### src/hw/srbs_pkg.sv
package srbs_pkg;
  localparam logic [7:0]  PLL_MULT       = 8'h10;
  localparam logic [7:0]  PRESCALE_NEW   = 8'h08;
  localparam logic [7:0]  PRESCALE_OLD   = 8'h21;
  localparam logic [15:0] NODE_OFFSET    = 16'h0002;
  localparam logic [15:0] PARAM_LEN      = 16'h0018;
  localparam int          PARAM_WORDS    = 12;
  localparam logic [15:0] BOOT_MODE_SRIO = 16'h0106;
  localparam logic [15:0] PORT_ZERO      = 16'h0000;
  localparam int          OPT_TX         = 0;
  localparam int          OPT_TABLE      = 1;
  localparam int          OPT_NOCFG      = 2;
  localparam logic [15:0] CFG_1X         = 16'h0000;
  localparam logic [15:0] CFG_4X         = 16'h0001;
  localparam logic [15:0] REF_125        = 16'h30D4; // 10 kHz units
  localparam logic [15:0] REF_156        = 16'h3D09;
  localparam logic [15:0] RATE_1250      = 16'h04E2; // Mbps
  localparam logic [15:0] RATE_3125      = 16'h0C35;
  localparam logic [31:0] ENTRY_ADDR     = 32'h009FFFFC;
  localparam logic [3:0]  IRQ_DST_ZERO   = 4'h0;
  localparam logic [15:0] CSUM_OFF       = 16'h0000;
  localparam logic [15:0] CSUM_GOOD      = 16'hFFFF;
  localparam logic [4:0]  SRIO_SEL_BASE  = 5'h0B;
  localparam logic [7:0]  REG_CTRL       = 8'h00;
  localparam logic [7:0]  REG_STATUS     = 8'h04;
  localparam logic [7:0]  REG_NODE       = 8'h08;
  localparam logic [7:0]  REG_LINK       = 8'h0C;
  localparam logic [7:0]  REG_ENTRY      = 8'h10;
  localparam logic [7:0]  REG_FWD        = 8'h14;
  localparam logic [1:0]  STRAP_WAIT     = 2'h3;

  typedef enum logic [6:0] {
    ST_STRAP    = 7'h01,
    ST_PLL      = 7'h02,
    ST_PRESCALE = 7'h04,
    ST_PARAM    = 7'h08,
    ST_PORT     = 7'h10,
    ST_LOAD     = 7'h20,
    ST_RUN      = 7'h40
  } srbs_state_t;

  typedef struct packed {
    logic [15:0] length;
    logic [15:0] checksum;
    logic [15:0] boot_mode;
    logic [15:0] port;
    logic [15:0] sw_pll;
    logic [15:0] options;
    logic [15:0] cfg_index;
    logic [15:0] node_id;
    logic [15:0] ref_clk;
    logic [15:0] link_rate;
    logic [15:0] fwd_low;
    logic [15:0] fwd_high;
  } srbs_param_t;

  typedef struct packed {
    logic        wr;
    logic        doorbell;
    logic [31:0] addr;
    logic [31:0] data;
  } srbs_link_evt_t;
endpackage

### src/hw/srbs_boot_seq.sv
`timescale 1ns/1ps
// serial link boot sequencer top
module srbs_boot_seq #(
  parameter logic [31:0] L2_BASE = 32'h00800000
) (
  input  wire logic                clk,
  input  wire logic                rst_b,
  input  wire logic [4:0]          boot_select_pins,
  input  wire logic [3:0]          cfg_pins,
  input  wire logic                link_clk,
  input  wire logic                link_valid,
  input  wire logic                link_doorbell,
  input  wire logic [31:0]         link_addr,
  input  wire logic [31:0]         link_data,
  input  wire logic                i2c_byte_valid,
  input  wire logic [7:0]          i2c_byte,
  input  wire logic                i2c_byte_last,
  input  wire logic                i2c_none,
  input  wire logic [7:0]          reg_addr,
  input  wire logic [31:0]         reg_wdata,
  input  wire logic                reg_wr,
  input  wire logic                reg_rd,
  output logic [31:0]              reg_rdata,
  output logic [7:0]               main_pll,
  output logic [7:0]               phy_timer_prescale,
  output logic [3:0]               doorbell_route_reg,
  output logic [15:0]              node_id,
  output logic                     port_cfg_valid,
  output logic                     four_lane,
  output logic [2:0]               port_count,
  output logic [15:0]              serdes_ref_10khz,
  output logic [15:0]              link_rate_mbps,
  output logic                     tx_enable,
  output logic                     boot_table_mode,
  output logic                     core_hold,
  output logic [31:0]              core_boot_addr,
  output logic                     mem_wr,
  output logic [31:0]              mem_addr,
  output logic [31:0]              mem_data
);
  srbs_pkg::srbs_state_t    st_q, st_d;
  srbs_pkg::srbs_param_t    tbl, use_d, use_q;
  srbs_pkg::srbs_link_evt_t evt;
  logic        tbl_done, tbl_ok;
  logic [4:0]  sel1_q, sel2_q;
  logic [3:0]  cfg1_q, cfg2_q, strap_cfg_q, strap_cfg_d;
  logic [1:0]  boot_cfg_q, boot_cfg_d, wait_q, wait_d;
  logic        ovr_q, ovr_d;
  logic [7:0]  pll_q, pll_d, pre_q, pre_d;
  logic [3:0]  route_q, route_d;
  logic        pcv_q, pcv_d, four_q, four_d, tx_q, tx_d, tbm_q, tbm_d;
  logic [2:0]  pcnt_q, pcnt_d;
  logic [15:0] node_q, node_d, ref_q, ref_d, rate_q, rate_d;
  logic        hold_q, hold_d;
  logic [31:0] baddr_q, baddr_d, entry_q, entry_d;
  logic        mwr_q, mwr_d;
  logic [31:0] maddr_q, maddr_d, mdata_q, mdata_d;
  logic [1:0]  ctrl_q, ctrl_d;
  logic [31:0] rdata_q, rdata_d;
  srbs_pkg::srbs_param_t dflt;
  logic [4:0]  sel_off;

  srbs_link_rx u_link (
    .clk           (clk),
    .rst_b         (rst_b),
    .link_clk      (link_clk),
    .link_valid    (link_valid),
    .link_doorbell (link_doorbell),
    .link_addr     (link_addr),
    .link_data     (link_data),
    .evt           (evt)
  );

  srbs_param_loader u_param (
    .clk        (clk),
    .rst_b      (rst_b),
    .byte_valid (i2c_byte_valid),
    .byte_data  (i2c_byte),
    .byte_last  (i2c_byte_last),
    .src_none   (i2c_none),
    .params     (tbl),
    .done       (tbl_done),
    .ok         (tbl_ok)
  );

  // strap pins pass two flip-flops
  always_ff @(posedge clk) begin
    if (!rst_b) begin
      sel1_q <= '0;
      sel2_q <= '0;
      cfg1_q <= '0;
      cfg2_q <= '0;
    end else begin
      sel1_q <= boot_select_pins;
      sel2_q <= sel1_q;
      cfg1_q <= cfg_pins;
      cfg2_q <= cfg1_q;
    end
  end

  assign sel_off = sel2_q - srbs_pkg::SRIO_SEL_BASE;

  // built-in table from the captured straps
  always_comb begin
    dflt           = '0;
    dflt.length    = srbs_pkg::PARAM_LEN;
    dflt.checksum  = srbs_pkg::CSUM_OFF;
    dflt.boot_mode = srbs_pkg::BOOT_MODE_SRIO;
    dflt.port      = srbs_pkg::PORT_ZERO;
    dflt.sw_pll    = {8'h00, srbs_pkg::PLL_MULT};
    dflt.node_id   = {12'h000, strap_cfg_q} + srbs_pkg::NODE_OFFSET;
    case (boot_cfg_q)
      2'h0: begin
        dflt.cfg_index = srbs_pkg::CFG_1X;
        dflt.ref_clk   = srbs_pkg::REF_125;
        dflt.link_rate = srbs_pkg::RATE_1250;
      end
      2'h1: begin
        dflt.cfg_index = srbs_pkg::CFG_4X;
        dflt.ref_clk   = srbs_pkg::REF_125;
        dflt.link_rate = srbs_pkg::RATE_3125;
      end
      2'h2: begin
        dflt.cfg_index = srbs_pkg::CFG_4X;
        dflt.ref_clk   = srbs_pkg::REF_156;
        dflt.link_rate = srbs_pkg::RATE_1250;
      end
      default: begin
        dflt.cfg_index = srbs_pkg::CFG_4X;
        dflt.ref_clk   = srbs_pkg::REF_156;
        dflt.link_rate = srbs_pkg::RATE_3125;
      end
    endcase
  end

  // sequencer next state and outputs
  always_comb begin
    st_d        = st_q;
    strap_cfg_d = strap_cfg_q;
    boot_cfg_d  = boot_cfg_q;
    wait_d      = wait_q;
    ovr_d       = ovr_q;
    use_d       = use_q;
    pll_d       = pll_q;
    pre_d       = pre_q;
    route_d     = route_q;
    pcv_d       = pcv_q;
    four_d      = four_q;
    pcnt_d      = pcnt_q;
    tx_d        = tx_q;
    tbm_d       = tbm_q;
    node_d      = node_q;
    ref_d       = ref_q;
    rate_d      = rate_q;
    hold_d      = hold_q;
    baddr_d     = baddr_q;
    entry_d     = entry_q;
    mwr_d       = 1'b0;
    maddr_d     = maddr_q;
    mdata_d     = mdata_q;
    case (st_q)
      srbs_pkg::ST_STRAP: begin
        wait_d = wait_q + 2'h1;
        if (wait_q == srbs_pkg::STRAP_WAIT) begin
          strap_cfg_d = cfg2_q;
          boot_cfg_d  = sel_off[1:0];
          st_d        = srbs_pkg::ST_PLL;
        end
      end
      srbs_pkg::ST_PLL: begin
        pll_d = srbs_pkg::PLL_MULT;
        st_d  = srbs_pkg::ST_PRESCALE;
      end
      srbs_pkg::ST_PRESCALE: begin
        pre_d   = srbs_pkg::PRESCALE_NEW;
        route_d = srbs_pkg::IRQ_DST_ZERO;
        st_d    = srbs_pkg::ST_PARAM;
      end
      srbs_pkg::ST_PARAM: begin
        use_d = dflt;
        if (tbl_done) begin
          ovr_d = tbl_ok && tbl.length == srbs_pkg::PARAM_LEN &&
                  tbl.boot_mode == srbs_pkg::BOOT_MODE_SRIO &&
                  tbl.port == srbs_pkg::PORT_ZERO;
          if (ovr_d) use_d = tbl;
          st_d = srbs_pkg::ST_PORT;
        end
      end
      srbs_pkg::ST_PORT: begin
        tx_d   = use_q.options[srbs_pkg::OPT_TX];
        tbm_d  = use_q.options[srbs_pkg::OPT_TABLE];
        node_d = use_q.node_id;
        if (!use_q.options[srbs_pkg::OPT_NOCFG]) begin
          pcv_d  = 1'b1;
          four_d = use_q.cfg_index == srbs_pkg::CFG_4X;
          pcnt_d = four_d ? 3'h1 : 3'h4;
          ref_d  = use_q.ref_clk;
          rate_d = use_q.link_rate;
        end
        st_d = srbs_pkg::ST_LOAD;
      end
      srbs_pkg::ST_LOAD: begin
        hold_d = 1'b1;
        if (evt.wr) begin
          mwr_d   = 1'b1;
          maddr_d = evt.addr;
          mdata_d = evt.data;
          if (evt.addr == srbs_pkg::ENTRY_ADDR) entry_d = evt.data;
        end
        if (evt.doorbell && !ctrl_q[0]) begin
          baddr_d = entry_q != '0 ? entry_q : L2_BASE;
          hold_d  = 1'b0;
          st_d    = srbs_pkg::ST_RUN;
        end
      end
      srbs_pkg::ST_RUN: begin
        hold_d = 1'b0;
      end
      default: st_d = srbs_pkg::ST_STRAP;
    endcase
    // restart request from software
    if (ctrl_q[1]) begin
      st_d   = srbs_pkg::ST_STRAP;
      wait_d = '0;
      hold_d = 1'b1;
    end
  end

  always_ff @(posedge clk) begin
    if (!rst_b) begin
      st_q        <= srbs_pkg::ST_STRAP;
      strap_cfg_q <= '0;
      boot_cfg_q  <= '0;
      wait_q      <= '0;
      ovr_q       <= 1'b0;
      use_q       <= '0;
      pll_q       <= '0;
      pre_q       <= srbs_pkg::PRESCALE_OLD;
      route_q     <= '1;
      pcv_q       <= 1'b0;
      four_q      <= 1'b0;
      pcnt_q      <= '0;
      tx_q        <= 1'b0;
      tbm_q       <= 1'b0;
      node_q      <= '0;
      ref_q       <= '0;
      rate_q      <= '0;
      hold_q      <= 1'b1;
      baddr_q     <= '0;
      entry_q     <= '0;
      mwr_q       <= 1'b0;
      maddr_q     <= '0;
      mdata_q     <= '0;
    end else begin
      st_q        <= st_d;
      strap_cfg_q <= strap_cfg_d;
      boot_cfg_q  <= boot_cfg_d;
      wait_q      <= wait_d;
      ovr_q       <= ovr_d;
      use_q       <= use_d;
      pll_q       <= pll_d;
      pre_q       <= pre_d;
      route_q     <= route_d;
      pcv_q       <= pcv_d;
      four_q      <= four_d;
      pcnt_q      <= pcnt_d;
      tx_q        <= tx_d;
      tbm_q       <= tbm_d;
      node_q      <= node_d;
      ref_q       <= ref_d;
      rate_q      <= rate_d;
      hold_q      <= hold_d;
      baddr_q     <= baddr_d;
      entry_q     <= entry_d;
      mwr_q       <= mwr_d;
      maddr_q     <= maddr_d;
      mdata_q     <= mdata_d;
    end
  end

  // register port: control write, state readback one cycle later
  always_comb begin
    ctrl_d    = {1'b0, ctrl_q[0]};
    rdata_d   = '0;
    if (reg_wr && reg_addr == srbs_pkg::REG_CTRL) ctrl_d = reg_wdata[1:0];
    if (reg_rd) begin
      case (reg_addr)
        srbs_pkg::REG_CTRL:   rdata_d = {30'h0, ctrl_q};
        srbs_pkg::REG_STATUS: rdata_d = {20'h00000, boot_cfg_q, ovr_q, hold_q, 1'b0, st_q};
        srbs_pkg::REG_NODE:   rdata_d = {16'h0, node_q};
        srbs_pkg::REG_LINK:   rdata_d = {rate_q, ref_q};
        srbs_pkg::REG_ENTRY:  rdata_d = entry_q;
        srbs_pkg::REG_FWD:    rdata_d = {use_q.fwd_high, use_q.fwd_low};
        default:              rdata_d = '0;
      endcase
    end
  end

  always_ff @(posedge clk) begin
    if (!rst_b) begin
      ctrl_q  <= '0;
      rdata_q <= '0;
    end else begin
      ctrl_q  <= ctrl_d;
      rdata_q <= rdata_d;
    end
  end

  assign reg_rdata          = rdata_q;
  assign main_pll           = pll_q;
  assign phy_timer_prescale = pre_q;
  assign doorbell_route_reg = route_q;
  assign node_id            = node_q;
  assign port_cfg_valid     = pcv_q;
  assign four_lane          = four_q;
  assign port_count         = pcnt_q;
  assign serdes_ref_10khz   = ref_q;
  assign link_rate_mbps     = rate_q;
  assign tx_enable          = tx_q;
  assign boot_table_mode    = tbm_q;
  assign core_hold          = hold_q;
  assign core_boot_addr     = baddr_q;
  assign mem_wr             = mwr_q;
  assign mem_addr           = maddr_q;
  assign mem_data           = mdata_q;
endmodule

### src/hw/srbs_link_rx.sv
`timescale 1ns/1ps
// samples the host link on the local clock and turns its rising clock edges into events
module srbs_link_rx (
  input  wire logic                    clk,
  input  wire logic                    rst_b,
  input  wire logic                    link_clk,
  input  wire logic                    link_valid,
  input  wire logic                    link_doorbell,
  input  wire logic [31:0]             link_addr,
  input  wire logic [31:0]             link_data,
  output srbs_pkg::srbs_link_evt_t     evt
);
  logic [65:0] s1_q, s2_q;
  logic        c1_q, c2_q, c3_q;
  srbs_pkg::srbs_link_evt_t evt_d, evt_q;

  // two-stage synchronisers, first stage read only by second
  always_ff @(posedge clk) begin
    if (!rst_b) begin
      s1_q <= '0;
      s2_q <= '0;
      c1_q <= 1'b0;
      c2_q <= 1'b0;
      c3_q <= 1'b0;
    end else begin
      s1_q <= {link_valid, link_doorbell, link_addr, link_data};
      s2_q <= s1_q;
      c1_q <= link_clk;
      c2_q <= c1_q;
      c3_q <= c2_q;
    end
  end

  // capture on the synchronised rising link edge
  always_comb begin
    evt_d = '0;
    if (c2_q && !c3_q) begin
      evt_d.wr       = s2_q[65] && !s2_q[64];
      evt_d.doorbell = s2_q[64];
      evt_d.addr     = s2_q[63:32];
      evt_d.data     = s2_q[31:0];
    end
  end

  always_ff @(posedge clk) begin
    if (!rst_b) evt_q <= '0;
    else evt_q <= evt_d;
  end

  assign evt = evt_q;
endmodule

### src/hw/srbs_param_loader.sv
`timescale 1ns/1ps
// assembles the i2c parameter table and checks its checksum
module srbs_param_loader (
  input  wire logic                 clk,
  input  wire logic                 rst_b,
  input  wire logic                 byte_valid,
  input  wire logic [7:0]           byte_data,
  input  wire logic                 byte_last,
  input  wire logic                 src_none,
  output srbs_pkg::srbs_param_t     params,
  output logic                      done,
  output logic                      ok
);
  logic [15:0] words_q [srbs_pkg::PARAM_WORDS];
  logic [15:0] words_d [srbs_pkg::PARAM_WORDS];
  logic [7:0]  hi_q, hi_d;
  logic        phase_q, phase_d;
  logic [3:0]  idx_q, idx_d;
  logic [16:0] sum_w;
  logic [15:0] sum_q, sum_d, word_w;
  logic        done_q, done_d, ok_q, ok_d;

  assign word_w = {hi_q, byte_data}; // big-endian 16-bit fields
  assign sum_w  = {1'b0, sum_q} + {1'b0, word_w};

  // byte pairing and end-around-carry sum
  always_comb begin
    words_d = words_q;
    hi_d    = hi_q;
    phase_d = phase_q;
    idx_d   = idx_q;
    sum_d   = sum_q;
    done_d  = 1'b0;
    ok_d    = ok_q;
    if (src_none) begin
      done_d = 1'b1;
      ok_d   = 1'b0;
    end else if (byte_valid) begin
      phase_d = !phase_q;
      if (!phase_q) begin
        hi_d = byte_data;
      end else begin
        sum_d = sum_w[15:0] + {15'h0000, sum_w[16]};
        if (idx_q < 4'(srbs_pkg::PARAM_WORDS)) words_d[idx_q] = word_w;
        idx_d = idx_q + 4'h1;
      end
      if (byte_last) begin
        done_d  = 1'b1;
        phase_d = 1'b0;
        idx_d   = 4'h0;
        sum_d   = '0;
        ok_d    = phase_q && (words_d[1] == srbs_pkg::CSUM_OFF ||
                  (sum_w[15:0] + {15'h0000, sum_w[16]}) == srbs_pkg::CSUM_GOOD);
      end
    end
  end

  always_ff @(posedge clk) begin
    if (!rst_b) begin
      for (int i = 0; i < srbs_pkg::PARAM_WORDS; i++) words_q[i] <= '0;
      hi_q    <= '0;
      phase_q <= 1'b0;
      idx_q   <= '0;
      sum_q   <= '0;
      done_q  <= 1'b0;
      ok_q    <= 1'b0;
    end else begin
      words_q <= words_d;
      hi_q    <= hi_d;
      phase_q <= phase_d;
      idx_q   <= idx_d;
      sum_q   <= sum_d;
      done_q  <= done_d;
      ok_q    <= ok_d;
    end
  end

  // field order follows table offsets 0..22
  generate
    for (genvar g = 0; g < srbs_pkg::PARAM_WORDS; g++) begin : g_map
      assign params[(srbs_pkg::PARAM_WORDS-1-g)*16 +: 16] = words_q[g];
    end
  endgenerate
  assign done = done_q;
  assign ok   = ok_q;
endmodule

### config.mk
export PLATFORM = sky130hd
export DESIGN_NAME = srbs_boot_seq
export DESIGN_NICKNAME = d
export VERILOG_FILES = /design/src/hw/srbs_pkg.sv /design/src/hw/srbs_boot_seq.sv /design/src/hw/srbs_link_rx.sv /design/src/hw/srbs_param_loader.sv
export SDC_FILE = /design/constraint.sdc
export NUM_CORES = 1
export LEC_CHECK = 0
export BUFFER_PORTS_ARGS = -buffer_cell sky130_fd_sc_hd__buf_4
export CAP_MARGIN = 20
export CORE_MARGIN = 4
export CORE_UTILIZATION = 31
export CTS_CLUSTER_DIAMETER = 30
export DETAILED_ROUTE_END_ITERATION = 7
export SLEW_MARGIN = 20
export SYNTH_ARGS = -nofsm -noshare
export SYNTH_HDL_FRONTEND = slang
export SYNTH_SLANG_ARGS = --single-unit
### constraint.sdc
create_clock -name clk -period 6 [get_ports clk]
set_input_delay 1.2 -clock clk [delete_from_list [all_inputs] [get_ports clk]]
set_output_delay 1.2 -clock clk [all_outputs]
set_load 0.1 [all_outputs]
==> impl_metrics.tcl, run 1 <==
set metrics [dict create \
    rsz0062_at_grt "false" \
    cp-end-kind "flop" \
    cts_hold_buffers 0 \
    hold_end "u_link.evt[65]" \
    cp_slowest_cell "or4_1" \
    viasPerCell 4.78 \
    final_cell_mix "nand2_1 (766), dfxtp_1 (742), a21boi_0 (388)" \
    drt-initial-drc-count 1724 \
    reg2reg_depth 18 \
    routed_wl_um 84900 \
    worstPathArrival_ns 5.09 \
    finalSetupViolCount 0 \
    synthArstFlopShare 0 \
    antenna_found_initial 7 \
    relSlewSlack 0.296 \
    postCtsSetupRepairBufs 0 \
    crit_path_start_kind "primary input" \
    die_x_um 309 \
    final_common_cell "nand2_1" \
    wl_per_cell_um 18.2 \
    slowest_delay_ns 0.60 \
    worstMarginPinSlew_ns 1.06 \
    holdWs_ns 0.417 \
    dp_hpwl_um 55200 \
    r2r_end "u_param.ok" \
    final_nets 3521 \
    rr_startpoint "u_param.sum_q[0]" \
    clock_latency_ns 0.71 \
    via_count 22300 \
    p_leak_nw 13.6 \
    dieArea_um2 95300 \
    synth_edf_count 0 \
    globalRouteTotalUtil 0.173 \
    final_core_util 0.401 \
    fmax_mhz 223 \
    power_density_nw_per_um2 377 \
    dr.pass1.iters 5 \
    period_share 0.749 \
    ios 336 \
    synth.top_cell.area_share 0.530 \
    grt_use_met2 0.283 \
    drcViolationCount 0 \
    crit_fanout 14 \
    synth_cell_types 73 \
    crit_path_cell_trace "buf_4 -> ha_1 -> inv_1 -> fa_1 -> nor2b_1 -> o2111ai_1 -> o2111ai_1 -> nand3_1 -> nand2_1 -> a21oi_1 -> o21ai_0 -> a21o_1 -> ha_1 -> nand3_1 -> or4_1 -> a31oi_1 -> nand2_1 -> o21a_1 -> o41ai_2" \
    critPathBufInv 2 \
    use_met3 0.0358 \
    ir_worst_vdd_v 0.000273 \
    die_y_um 309 \
    avgSynthCellArea_um2 8.96 \
    grt_pass1_vias 20900 \
    synthCells 3129 \
    ys_seq_elements 742 \
    finalHoldViolCount 0 \
    hold_class "flop to flop" \
    synthTopCellsByArea "dfxtp_1 (53%), a21boi_0 (10%), nand2_1 (10%), and2_1 (5.0%), clkbuf_1 (2.7%)" \
    cts_buffers 142 \
    rows 110 \
    crit_family "compound AO/OA/AOI/OAI gates" \
    htreeDepth 4 \
    ys.flop_type "dfxtp_1" \
    overflow 0 \
    synthesis.area_um2 28000 \
    cts_resized 0 \
    ys_seq_area_frac 0.530 \
    cts_sinks 742 \
    antenna_left 0 \
    hold_depth 1 \
    cts_buffer_depth 3 \
    period_minus_slack_ns 4.49 \
    gr-max-usage-layer "met2" \
    grtUsageMet1 0.225 \
    synth_top_area_cell "dfxtp_1" \
    root_buffer "clkbuf_16" \
    criticalPathCategory "primary input to flop" \
    finalClockSkew_ns 0.0378 \
    cp.required_ns 6.60 \
    grt_pass1_wl_um 127000 \
    drv_cap 0 \
    io_buffers 289 \
    tns_ns 0 \
    gp_congestion 0.813 \
    r2r_slack_ns 2.00 \
    cts_tree "done" \
    status "finished, final reports clean" \
    syn2layout_area_growth_pct 28.6 \
    core_um2 89900 \
    ys_warn_count 0 \
    start_util 0.312 \
    num-fill-cells 8899 \
    hold_start "u_link.s2_q[64]" \
    drv_slew 0 \
    clk_pin_slew_ns 0.05 \
    largest_register_ffs 163 \
    grt_max_degree 269 \
    drive_above_1_share 0.171 \
]
cell usage after synthesis (all sizes together) (32+ instances only):
cell / number
a21boi: 393
nor2: 103
a21oi: 87
o21ai: 65
dfxtp: 742
nand3: 92
and2: 230
nor4: 37
nor2b: 49
a22oi: 33
nand2: 767
buf: 32
mux2i: 49
clkbuf: 205
worst max-delay path by stage:
stage                 from         end  cells after the start
2_1_floorplan  i2c_byte[1]  u_param.ok                     19
3_3_place_gp   i2c_byte[0]  u_param.ok                     19
3_5_place_dp   i2c_byte[0]  u_param.ok                     19
4_1_cts        i2c_byte[0]  u_param.ok                     19
5_1_grt        i2c_byte[0]  u_param.ok                     21
6_report       i2c_byte[0]  u_param.ok                     19
routing by layer:
layer  up-vias  routed length (µm)
met5         -                  11
met4         2                2120
met3       136                4480
met2       552               40500
met1     10600               37800
li1      11000                   -
where the power goes:
group	switching (mW)	internal (mW)	leakage (nW)
logic	0.253	0.170	5.16
clock network	2.67	5.46	2.43
registers	0.0394	5.01	6.01
total	2.97	10.6	13.6
cell type report:
cell class / instances / area, µm² / area share
timing repair buffer: 317 / 2410 / 0.0669
clock inverter: 69 / 957 / 0.0266
sequential: 742 / 14900 / 0.412
tap: 1176 / 1470 / 0.0408
clock buffer: 188 / 4050 / 0.112
inverter: 18 / 67.6 / 0.00187
multi-input combinational: 2144 / 12200 / 0.339
antenna: 4 / 10.0 / 0.000278
worst reg2reg max path: stages (launching register included):
cell       delay [ns]
dfxtp_1          0.32
ha_1             0.18
inv_1            0.06
fa_1             0.41
nor2b_1          0.14
o2111ai_1        0.18
o2111ai_1        0.24
nand3_1          0.13
nand2_1          0.10
a21oi_1          0.06
o21ai_0          0.15
a21o_1           0.20
ha_1             0.19
nand3_1          0.16
or4_1            0.60
a31oi_1          0.26
nand2_1          0.08
o21a_1           0.19
o41ai_2          0.27
per-stage QoR:
step	cell area [µm²]	power (mW)	cells	setup WS, ns
final	36100	13.6	4658	1.51
after CTS	36000	13.7	4654	1.60
after global placement	31000	5.56	4397	0.863
after floorplan	28100	5.42	3141	1.52
after global routing	36100	14.0	4658	1.13
after detailed placement	31000	5.56	4397	0.852
cells by family after synthesis:
group	share of synthesized area
compound gates	0.164
fa+ha+maj	0.0114
mux	0.0239
buf+inv	0.0371
xor+xnor	0.00719
flops	0.530
simple gates	0.227
other cells	0.000134
(Power assumes the default switching activity.)
==> run 2: changes to the inputs <==
- clock period: 6 -> 4.7 ns (I/O delays scaled with it)
==> run 2 against run 1 <==
  * First-iteration DRC count down 16%
  * Sequential share of layout area down 0.62 points
  * Power up 32%
  * Non-clock buffer count up 27
  * Clock power up 35%
  * Combinational power up 32%
  * Via count up 0.40%
  * Cell count up 0.64%
  * Sequential power up 28%
  * Sequential cell count unchanged
  * Hold slack worse by 0.0011 ns
==> impl_metrics.tcl, run 2 (synthesis results as in run 1) <==
set metrics [dict create \
    rows 110 \
    core_um2 89900 \
    finalSetupViolCount 0 \
    reg2reg_depth 18 \
    hold_end "u_link.evt[18]" \
    status "finished, final reports clean" \
    crit_family "compound AO/OA/AOI/OAI gates" \
    num-fill-cells 8755 \
    via_count 22400 \
    die_x_um 309 \
    worstMarginPinSlew_ns 1.04 \
    r2r_slack_ns 0.77 \
    io_buffers 289 \
    cts_resized 0 \
    final_common_cell "nand2_1" \
    globalRouteTotalUtil 0.173 \
    overflow 0 \
    cts_hold_buffers 0 \
    rsz0062_at_grt "false" \
    cts_buffers 145 \
    relSlewSlack 0.308 \
    finalNonFillerCells 4688 \
    antenna_found_initial 2 \
    cts_tree "done" \
    start_util 0.312 \
    drive_above_1_share 0.182 \
    wl_per_cell_um 18.2 \
    postCtsSetupRepairBufs 0 \
    hold_start "u_link.s2_q[18]" \
    rr_startpoint "u_param.sum_q[0]" \
    period_share 0.837 \
    htreeDepth 4 \
    ir_worst_vdd_v 0.000328 \
    root_buffer "clkbuf_16" \
    grt_pass1_vias 21200 \
    grt_max_degree 235 \
    dp_slack_ns 0.0603 \
    critPathBufInv 1 \
    gp_congestion 0.815 \
    syn2layout_area_growth_pct 30.6 \
    antenna_left 0 \
    clock_latency_ns 0.72 \
    crit_path_start_kind "flop" \
    period_minus_slack_ns 3.93 \
    drcViolationCount 0 \
    finalHoldViolCount 0 \
    cp-end-kind "flop" \
    die_y_um 309 \
    cp_slowest_cell "or4_1" \
    cp-startpoint "u_param.sum_q[0]" \
    totalPowerFinal_mw 18.0 \
    routed_wl_um 85100 \
    largest_register_ffs 163 \
    final_nets 3551 \
    drv_cap 0 \
    finalClockSkew_ns 0.0345 \
    fmax_mhz 254 \
    cts_buffer_depth 3 \
    criticalPathCategory "flop to flop" \
    p_leak_nw 13.9 \
    worstPathArrival_ns 4.54 \
    final_cell_mix "nand2_1 (766), dfxtp_1 (742), a21boi_0 (388)" \
    ios 336 \
    design_area_um2 36600 \
    cp.required_ns 5.31 \
    tns_ns 0 \
    fin_ws_ns 0.768 \
    clk_pin_slew_ns 0.05 \
    r2r_end "u_param.ok" \
    hold_class "flop to flop" \
    dr.pass1.iters 7 \
    diodes 0 \
    dp_hpwl_um 56100 \
    slowest_delay_ns 0.54 \
    cts_sinks 742 \
    crit_path_cell_trace "ha_1 -> inv_1 -> fa_1 -> nor2b_1 -> o2111ai_1 -> o2111ai_1 -> nand3_1 -> nand2_1 -> a21oi_1 -> o21ai_0 -> a21o_1 -> ha_1 -> nand3_1 -> or4_1 -> a31oi_1 -> nand2_1 -> o21a_1 -> o41ai_2" \
    crit_fanout 6 \
    grt_pass1_wl_um 128000 \
    hold_depth 1 \
    place_inst 4424 \
    power_density_nw_per_um2 492 \
    viasPerCell 4.77 \
    post_dp_cell_area_um2 31300 \
    drt-initial-drc-count 1448 \
    drv_slew 0 \
    dieArea_um2 95300 \
]
run 2: how the worst max path moves through the flow:
stage	end	slack [ns]	cells past startpoint
CTS	u_param.ok	0.75	18
global route	u_param.ok	0.45	18
global placement	u_param.ok	0.02	19
detailed placement	u_param.ok	0.06	19
finish	u_param.ok	0.77	18
floorplan	u_param.ok	0.48	19
run 2: per-layer routing:
metal	GRT usage	share of wire	routed length, µm	up-vias
met5	0	0.00023	20	-
met4	0.0616	0.027	2290	2
met3	0.0398	0.057	4840	132
met2	0.283	0.47	40000	552
met1	0.224	0.45	37900	10700
li1	-	-	-	11000
run 2: cell type report:
class	instances	area [µm²]	share of cell area
repair buffers	344	2630	0.0719
multi-input cells	2144	12200	0.334
flip-flops and latches	742	14900	0.406
well taps	1176	1470	0.0402
clock buffers	182	4070	0.111
clock inverters	82	1280	0.0349
inverters	18	67.6	0.00185
run 2: power by group:
group | internal, mW | total, mW | switching (mW)
Sequential | 6.39 | 6.44 | 0.0448
Clock | 7.50 | 11.0 | 3.52
Combinational | 0.226 | 0.559 | 0.333
Total | 14.1 | 18.0 | 3.89
run 2: metrics by stage:
step | util | hold WS [ns]
5_1_grt | 0.407 | 0.399
6_report | 0.407 | 0.416
2_1_floorplan | - | 0.392
3_5_place_dp | 0.348 | 0.410
4_1_cts | 0.407 | 0.374
3_3_place_gp | 0.348 | 0.408
run 2: worst reg2reg max path, cell delays in order (launching register included):
cell,delay [ns]
dfxtp_1,0.33
ha_1,0.18
inv_1,0.06
fa_1,0.38
nor2b_1,0.15
o2111ai_1,0.21
o2111ai_1,0.27
nand3_1,0.13
nand2_1,0.09
a21oi_1,0.06
o21ai_0,0.22
a21o_1,0.19
ha_1,0.18
nand3_1,0.09
or4_1,0.54
a31oi_1,0.23
nand2_1,0.08
o21a_1,0.19
o41ai_2,0.25
